**src/pta_pkg.sv**
```systemverilog
// Purpose: Shared constants and carriers for the target termination block
// Assumes: 32-bit bus, one clock (bus clock), active-low bus signals
// Notes: Functional notes follow
package pta_pkg;
	localparam int DATA_W = 32;
	localparam int RETRY_CYCLES = 2;
	localparam logic [DATA_W-1:0] DATA_RST = 32'h0000_0000;

	// State of one claimed transaction
	typedef enum logic [4:0] {
		PTA_IDLE = 5'h01,
		PTA_DATA = 5'h02,
		PTA_STOP = 5'h04,
		PTA_WAIT = 5'h08,
		PTA_TURN = 5'h10
	} pta_state_e;

	// Bus side control, all active low
	typedef struct packed {
		logic devsel_n;
		logic trdy_n;
		logic stop_n;
	} pta_bus_ctl_s;

	// Back-end request levels, all active low
	typedef struct packed {
		logic ready_n;
		logic abort_req_n;
		logic disconnect_req_n;
	} pta_be_req_s;
endpackage

```
**src/pta_delay.sv**
```systemverilog
// Purpose: Small delay line of a single bit, reset to a given level
// Assumes: Clock enable freezes all stages
// Notes: Used for the ready history of the back-end
`timescale 1ns/1ns
`default_nettype none
module pta_delay #(
	parameter int DEPTH = 2,
	parameter logic RST_VAL = 1'b1
) (
	// Clock and control
	input wire logic clk,
	input wire logic rst_n,
	input wire logic ce,
	input wire logic clr,
	// Data
	input wire logic din,
	output logic [DEPTH-1:0] taps
);
	logic [DEPTH-1:0] sh_q;
	logic [DEPTH-1:0] sh_d;

	initial begin
		if (DEPTH < 1) $error("pta_delay depth must be at least one");
	end

	// Shift in, or load idle level on clear; no part-select, so one stage works
	always_comb begin
		sh_d = {DEPTH{RST_VAL}};
		if (!clr) begin
			sh_d = (sh_q << 1) | DEPTH'(din);
		end
	end

	always_ff @(posedge clk or negedge rst_n) begin
		if (!rst_n) begin
			sh_q <= {DEPTH{RST_VAL}};
		end else if (ce) begin
			sh_q <= sh_d;
		end
	end

	assign taps = sh_q;
endmodule
`default_nettype wire

```
**src/pta_target.sv**
```systemverilog
// Purpose: Target data path and termination for abort and retry
// Assumes: Address decode done outside; hit is a one-cycle pulse
// Notes: Bus control outputs are active low and driven by flip-flops
`timescale 1ns/1ns
`default_nettype none
module pta_target #(
	parameter int DATA_W = pta_pkg::DATA_W,
	parameter int RETRY_CYCLES = pta_pkg::RETRY_CYCLES
) (
	// Clock, reset, enable
	input wire logic clk_sys,
	input wire logic arst_n,
	input wire logic ce,
	// Bus master side
	input wire logic addr_hit,
	input wire logic is_read,
	input wire logic frame_n,
	input wire logic irdy_n,
	input wire logic [DATA_W-1:0] ad_in,
	output logic [DATA_W-1:0] ad_out,
	output logic ad_oe,
	output pta_pkg::pta_bus_ctl_s bus_ctl,
	output logic bus_ctl_oe,
	// Back-end side
	input wire pta_pkg::pta_be_req_s be_req,
	input wire logic [DATA_W-1:0] backend_read_data,
	output logic backend_xfer_strobe_n,
	output logic [DATA_W-1:0] backend_write_data
);
	logic rst_m_q;
	logic rst_n_q;
	pta_pkg::pta_state_e st_q;
	pta_pkg::pta_state_e st_d;
	pta_pkg::pta_bus_ctl_s ctl_q;
	pta_pkg::pta_bus_ctl_s ctl_d;
	logic rd_q;
	logic rd_d;
	logic strb_q;
	logic strb_d;
	logic [DATA_W-1:0] rdata_q;
	logic [DATA_W-1:0] rdata_d;
	logic [DATA_W-1:0] wdata_q;
	logic [DATA_W-1:0] wdata_d;
	logic [1:0] disc_cnt_q;
	logic [1:0] disc_cnt_d;
	logic seen_rdy_q;
	logic seen_rdy_d;
	logic [0:0] rdy_hist;
	logic in_xfer;

	initial begin
		if (DATA_W != 32 && DATA_W != 64) $error("DATA_W must be 32 or 64");
		if (RETRY_CYCLES < 1 || RETRY_CYCLES > 3) $error("bad RETRY_CYCLES");
	end

	// Reset release through two flops; async assert only
	always_ff @(posedge clk_sys or negedge arst_n) begin
		if (!arst_n) begin
			rst_m_q <= 1'b0;
			rst_n_q <= 1'b0;
		end else begin
			rst_m_q <= 1'b1;
			rst_n_q <= rst_m_q;
		end
	end

	assign in_xfer = (st_q == pta_pkg::PTA_DATA);

	// Ready of the last cycle; the registered outputs add the second cycle
	pta_delay #(.DEPTH(1), .RST_VAL(1'b1)) u_rdy_hist (
		.clk(clk_sys),
		.rst_n(rst_n_q),
		.ce(ce),
		.clr(!in_xfer),
		.din(be_req.ready_n),
		.taps(rdy_hist)
	);

	// Transaction sequencing and bus control
	always_comb begin
		st_d = st_q;
		ctl_d = ctl_q;
		rd_d = rd_q;
		strb_d = 1'b1;
		rdata_d = rdata_q;
		wdata_d = wdata_q;
		disc_cnt_d = disc_cnt_q;
		seen_rdy_d = seen_rdy_q;
		unique case (st_q)
			pta_pkg::PTA_IDLE: begin
				disc_cnt_d = 2'h0;
				seen_rdy_d = 1'b0;
				if (addr_hit) begin
					st_d = pta_pkg::PTA_DATA;
					ctl_d = '{devsel_n: 1'b0, trdy_n: 1'b1, stop_n: 1'b1};
					rd_d = is_read;
				end
			end
			pta_pkg::PTA_DATA: begin
				if (!be_req.ready_n) begin
					seen_rdy_d = 1'b1;
				end
				// For reads, strobe is registered from ready, so it lands one cycle later
				strb_d = be_req.ready_n;
				// Abort wins over everything; irdy_n is not looked at
				if (!be_req.abort_req_n) begin
					st_d = pta_pkg::PTA_STOP;
					ctl_d = '{devsel_n: 1'b1, trdy_n: 1'b1, stop_n: 1'b0};
					strb_d = 1'b1;
				end else if (rd_q) begin
					ctl_d.trdy_n = rdy_hist[0];
					if (!rdy_hist[0]) begin
						rdata_d = backend_read_data;
					end
				end else begin
					ctl_d.trdy_n = be_req.ready_n & rdy_hist[0];
					if (!ctl_q.trdy_n && !irdy_n) begin
						wdata_d = ad_in;
						strb_d = 1'b0;
					end else begin
						strb_d = 1'b1;
					end
				end
				// Retry when disconnect comes before any ready
				if (be_req.abort_req_n && !seen_rdy_q && be_req.ready_n &&
					!be_req.disconnect_req_n) begin
					disc_cnt_d = disc_cnt_q + 2'h1;
					if (disc_cnt_q == 2'(RETRY_CYCLES - 1)) begin
						st_d = pta_pkg::PTA_WAIT;
						ctl_d = '{devsel_n: 1'b0, trdy_n: 1'b1, stop_n: 1'b0};
					end
				end else if (be_req.disconnect_req_n) begin
					disc_cnt_d = 2'h0;
				end
				// Master ended normally
				if (frame_n && !irdy_n && !ctl_q.trdy_n &&
					st_d == pta_pkg::PTA_DATA) begin
					st_d = pta_pkg::PTA_TURN;
					ctl_d = '{devsel_n: 1'b1, trdy_n: 1'b1, stop_n: 1'b1};
				end
			end
			pta_pkg::PTA_STOP, pta_pkg::PTA_WAIT: begin
				// Release stop once frame is seen high; the master drops
				// irdy on that same edge, so both end in one cycle
				if (frame_n) begin
					st_d = pta_pkg::PTA_TURN;
					ctl_d = '{devsel_n: 1'b1, trdy_n: 1'b1, stop_n: 1'b1};
				end
			end
			pta_pkg::PTA_TURN: begin
				// One cycle of driven-high before letting go
				st_d = pta_pkg::PTA_IDLE;
			end
			default: begin
				st_d = pta_pkg::PTA_IDLE;
				ctl_d = '{devsel_n: 1'b1, trdy_n: 1'b1, stop_n: 1'b1};
			end
		endcase
	end

	always_ff @(posedge clk_sys or negedge rst_n_q) begin
		if (!rst_n_q) begin
			st_q <= pta_pkg::PTA_IDLE;
			ctl_q <= '{devsel_n: 1'b1, trdy_n: 1'b1, stop_n: 1'b1};
			rd_q <= 1'b0;
			strb_q <= 1'b1;
			rdata_q <= DATA_W'(pta_pkg::DATA_RST);
			wdata_q <= DATA_W'(pta_pkg::DATA_RST);
			disc_cnt_q <= 2'h0;
			seen_rdy_q <= 1'b0;
		end else if (ce) begin
			st_q <= st_d;
			ctl_q <= ctl_d;
			rd_q <= rd_d;
			strb_q <= strb_d;
			rdata_q <= rdata_d;
			wdata_q <= wdata_d;
			disc_cnt_q <= disc_cnt_d;
			seen_rdy_q <= seen_rdy_d;
		end
	end

	// Outputs: control pins driven through the turnaround cycle
	assign bus_ctl = ctl_q;
	assign bus_ctl_oe = (st_q != pta_pkg::PTA_IDLE);
	assign ad_out = rdata_q;
	assign ad_oe = rd_q && in_xfer;
	assign backend_xfer_strobe_n = strb_q;
	assign backend_write_data = wdata_q;

	// Abort: stop asserted and devsel/trdy released next cycle
	abort_response_a: assert property (@(posedge clk_sys)
		disable iff (!rst_n_q)
		(ce && in_xfer && !be_req.abort_req_n) |=>
		(!bus_ctl.stop_n && bus_ctl.devsel_n && bus_ctl.trdy_n))
		else $error("abort not signalled next cycle");

	// Abort takes effect even while irdy_n is high
	abort_no_irdy_a: assert property (@(posedge clk_sys)
		disable iff (!rst_n_q)
		(ce && in_xfer && !be_req.abort_req_n && irdy_n) |=>
		(st_q == pta_pkg::PTA_STOP))
		else $error("abort held off by irdy");

	// Claim follows a hit
	claim_on_hit_a: assert property (@(posedge clk_sys)
		disable iff (!rst_n_q)
		(ce && st_q == pta_pkg::PTA_IDLE && addr_hit) |=> !bus_ctl.devsel_n)
		else $error("devsel not driven on hit");

	// Strobe one cycle after ready
	strobe_after_rdy_a: assert property (@(posedge clk_sys)
		disable iff (!rst_n_q)
		(ce && in_xfer && rd_q && !be_req.ready_n && be_req.abort_req_n)
		|=> !backend_xfer_strobe_n)
		else $error("read strobe missing");

	// Read trdy two cycles after ready
	read_trdy_two_a: assert property (@(posedge clk_sys)
		disable iff (!rst_n_q)
		(ce && in_xfer && rd_q && !be_req.ready_n ##1
		ce && in_xfer && be_req.abort_req_n &&
		!(frame_n && !irdy_n && !bus_ctl.trdy_n)) |=> !bus_ctl.trdy_n)
		else $error("read trdy not two cycles after ready");

	// Read data reaches bus
	read_data_bus_a: assert property (@(posedge clk_sys)
		disable iff (!rst_n_q)
		(ce && in_xfer && rd_q && !rdy_hist[0] && be_req.abort_req_n) |=>
		(ad_out == $past(backend_read_data)))
		else $error("read data not forwarded");

	// Write trdy the cycle after ready
	write_trdy_a: assert property (@(posedge clk_sys)
		disable iff (!rst_n_q)
		(ce && in_xfer && !rd_q && !be_req.ready_n && be_req.abort_req_n &&
		!(frame_n && !irdy_n && !bus_ctl.trdy_n)) |=> !bus_ctl.trdy_n)
		else $error("write trdy late");

	// Write word passed with strobe
	write_pass_a: assert property (@(posedge clk_sys)
		disable iff (!rst_n_q)
		(ce && in_xfer && !rd_q && !bus_ctl.trdy_n && !irdy_n &&
		be_req.abort_req_n) |=>
		(!backend_xfer_strobe_n && backend_write_data == $past(ad_in)))
		else $error("write word not passed");

	// Stop released when master ends
	stop_release_a: assert property (@(posedge clk_sys)
		disable iff (!rst_n_q)
		(ce && st_q == pta_pkg::PTA_STOP && frame_n) |=>
		(bus_ctl.stop_n ##1
		(st_q == pta_pkg::PTA_IDLE || !$past(ce))))
		else $error("stop not released");

	// Retry after disconnect held without ready
	retry_stop_a: assert property (@(posedge clk_sys)
		disable iff (!rst_n_q)
		(ce && in_xfer && !seen_rdy_q && disc_cnt_q == 2'h1 &&
		be_req.ready_n && be_req.abort_req_n && !be_req.disconnect_req_n)
		|=> !bus_ctl.stop_n)
		else $error("retry stop missing");
endmodule
`default_nettype wire

```
**config.mk**
```make
export PLATFORM = sky130hd
export DESIGN_NAME = pta_target
export DESIGN_NICKNAME = d
export VERILOG_FILES = /design/src/pta_pkg.sv /design/src/pta_delay.sv /design/src/pta_target.sv
export SDC_FILE = /design/constraint.sdc
export NUM_CORES = 1
export LEC_CHECK = 0
export ABC_AREA = 1
export BUFFER_PORTS_ARGS = -buffer_cell sky130_fd_sc_hd__buf_2
export CORE_AREA = 5 5 101 103
export CTS_CLUSTER_DIAMETER = 60
export DETAILED_ROUTE_END_ITERATION = 8
export DIE_AREA = 0 0 106 108
export PLACE_DENSITY_LB_ADDON = 0.25
export SLEW_MARGIN = 25
export SYNTH_ARGS = -nofsm -noshare
export SYNTH_HDL_FRONTEND = slang
export SYNTH_HIERARCHICAL = 1
export SYNTH_SLANG_ARGS = --single-unit
```
**constraint.sdc**
```tcl
create_clock -name clk_sys -period 2.44 [get_ports clk_sys]
set_input_delay 0.244 -clock clk_sys [delete_from_list [all_inputs] [get_ports clk_sys]]
set_output_delay 0.244 -clock clk_sys [all_outputs]
set_load 0.02 [all_outputs]
```
==> out/qor.csv <==
stage,metric,value,unit
timing,grt_setup_unrepaired,false,
yosys,synth.cell_area,3490,um2
global_route,grt_start_max_net_pins,79,
clock_tree,cts.sinks,80,
clock_tree,cts_tree,built,
status,run_status,completed,
finish,fin_area,4500,um2
timing,timing.max_slew.rel_slack,66.4,%
floorplan,design.die.area,11400,um2
yosys,post_synth.cell_area_avg,8.54,um2
yosys,ys_ff_latch,80,
routing,routed_wire_length_per_instance,13.9,um
critical_path,kind_of_capture_point_of_the_worst_setup_path,output pin,
timing,totalNegativeSetupSlack,0,ns
global_route,initial_antenna_violation_count,0,
critical_path,critical_path.reg2reg.startpoint,st_q[4],
hold_path,timing.hold.worst.start,is_read,
critical_path,arrival_time_worst_endpoint,1.70,ns
timing,worst_slew_pin_slew,0.502,ns
place,post_dp_cell_area,4280,um2
clock_tree,root_buffer,clkbuf_8,
clock_tree,cts-root-to-sink-buffers,2,
finish,multi_input_gate_area,1290,um2
yosys,yosys_warnings,6,
finish,diodes,0,
critical_path,path_buf_inv,1,
global_route,grt_pass1_wl,15000,um
timing,worst_clock_skew,0.0123,ns
finish,final-seq-area,2010,um2
hold_path,holdCritPathClass,input pin to flip-flop,
critical_path,slowest_delay,0.45,ns
critical_path,critical_path.reg2reg.endpoint,ad_out[10],
global_route,total_routing_usage_gr,16.5,%
place,hpwl,6710,um
finish,layout_net_count,626,
routing,drt_iter0_markers,181,
clock_tree,htreeDepth,3,
pwr,peakVddDrop,361,uV
routing,routed_via_count,3157,
finish,syn2layout_area_growth,28.8,%
critical_path,crit_path_top_delay_cell,dfrtp_1,
yosys,ys.flop_type,dfrtp_1,
critical_path,worst-endpoint-required,2.20,ns
floorplan,vertical_die_dimension,108,um
timing,final_max_slew_viol_count,0,
timing,final_period_minus_worst_setup_slack,1.94,ns
critical_path,critical_path.max_fanout,13,
yosys,synth_top_cell_by_area,dfrtp_1,
global_route,grt.overflow.total,0,
clock_tree,cts-buffers-inserted,9,
pwr,static-leakage-power,0.00270,uW
routing,routed_via_density,4.73,
clock_tree,clock_insertion_delay_worst_skew,0.35,ns
hold_path,hold-path-cell-count,3,
timing,clock.fmax,0.515,GHz
critical_path,cp_top_delay_family,simple AND/OR/NAND/NOR gates,
yosys,synth_most_common_cell,nand2_1,
yosys,synthTopCellsByArea,"dfrtp_1, nand2_1, nand3_1, dfstp_2, inv_1",
timing,hold_viol,0,
finish,share_of_cells_above_drive_strength_1,33.1,%
place,globalplace.congestion,0.842,
routing,first_pass_iters,4,
yosys,synthCells,409,
hold_path,hold-path-endpoint,rd_q,
place,placement.io_buffers,143,
yosys,yosysSeqAreaShare,57.5,%
floorplan,design.core.area,9110,um2
timing,final_min_period_over_clock_period,79.5,%
critical_path,cp_cell_sequence,"nor3_2, nand2_2, nor2_4, buf_2",
critical_path,timing.reg2reg.worst_path_depth,6,
flow_run,timing.max_cap.violations,0,
yosys,postSynth.asyncResetShare,100,%
yosys,yosys.area.top_type_share,53.0,%
critical_path,criticalPathCategory,flip-flop to output pin,
critical_path,reg_to_reg_setup_timing_slack,0.74,ns
floorplan,floorplan.io_pins,144,
yosys,synth_common_cells,"nand2_1, dfrtp_1, nand3_1",
critical_path,cp-start-kind,flip-flop,
floorplan,floorplan.rows,35,
timing,finalSetupViolCount,0,
finish,n_fill_cell,913,
yosys,synth_edf_count,0,
routing,drt_wl_total,9280,um
routing,drc_errors,0,
clock_tree,post-cts-setup-buffers,0,
floorplan,chip_width,106,um
routing,ant_nets,0,
clock_tree,clkSlewWorstSetupHoldPaths,0.07,ns
global_route,grt_pass1_vias,3083,
yosys,synth_nets,484,
pwr,power_per_standard_cell_area,1090,nW/um2
yosys,yosysUniqueCellTypes,26,
floorplan,start_util,38.3,%
[per-stage QoR]
step / util, % / worst slack (ns) / total power, uW / cells / hold slack, ns
after floorplan: - / 0.0574 / 3260 / 409 / -0.0516
after global placement: 47.0 / 0.757 / 3900 / 650 / 0.0300
after detailed placement: 47.0 / 0.742 / 3940 / 650 / 0.0317
after CTS: 49.4 / 0.469 / 4960 / 667 / 0.0978
after global routing: 49.4 / 0.369 / 5240 / 667 / 0.0999
final: 49.4 / 0.499 / 4890 / 667 / 0.111
[flip-flops by register name (all words and copies together) (netlist names)]
| name | flops |
|---|---|
| ad_out | 32 |
| disc_cnt_q | 2 |
| u_rdy_hist/taps | 1 |
| backend_write_data | 32 |
| rst_n_q | 1 |
| st_q | 5 |
| seen_rdy_q | 1 |
| bus_ctl | 3 |
| rd_q | 1 |
| backend_xfer_strobe_n | 1 |
| rst_m_q | 1 |
[logic make-up (layout without fill, tap and decap cells)]
group           Yosys count  count (layout)  synth area share (%)
simple gates            277             277                  34.4
flops                    80              80                  57.5
buf+inv                  37             184                  5.66
compound gates           13              13                  1.90
fa+ha+maj                 1               1                 0.358
other cells               1               1                 0.107
[layout by cell type, fill, tap and decap left out, drive strengths merged]
cell type and instances:
nand2 179, buf 149, nand3 74, dfrtp 74
inv 19, nor2 16, clkbuf 10, o21ai 10
dfstp 6, nor3 4, clkinv 4, nand4 3
a21oi 2, nand3b 1, o22ai 1, ha 1
bufinv 1, dlygate4sd3 1, conb 1
[worst register-to-register path: stages, from the launching register on]
cell     delay (ns)
dfrtp_1        0.45
nor3_2         0.24
nand2_2        0.12
nor2_4         0.30
nand2_4        0.29
nand2_1        0.14
nand2_1        0.06
[what timing repair did]
action	CTS	global route
gates resized for setup	0	0
hold buffers	1	0
endpoints found under the hold margin	2	0
[per-layer routing]
layer  track usage (%)  wire (um)  part of all wire [%]  vias up
li1                  -          -                     -     1583
met1              21.4       4000                    43     1473
met2              26.7       4600                    50       90
met3              4.18        548                   5.9       11
met4              6.29        132                   1.4        0
met5                 0          0                     0        -
[power by group]
group          total (uW)  internal, uW  switching, uW
Clock                1000           505            497
Combinational        1860           591           1270
Sequential           2020          1770            251
Total                4890          2870           2020
[layout make-up]
type	instances	share of cell area [%]
well taps	111	3.09
flip-flops and latches	80	44.8
clock inverters	6	1.47
multi-input cells	292	28.7
inverters	18	1.50
clock buffers	10	3.06
repair buffers	150	17.4
[worst max path at each step]
stage / start / end / cells after the start
after floorplan: rst_n_q / ad_out[0] / 0
after global placement: st_q[2] / backend_write_data[8] / 6
after detailed placement: st_q[4] / ad_out[25] / 6
after CTS: st_q[4] / ad_oe / 4
after global routing: st_q[4] / ad_oe / 4
final: st_q[4] / ad_oe / 4
No activity file was read; power rests on OpenSTA's default activity.
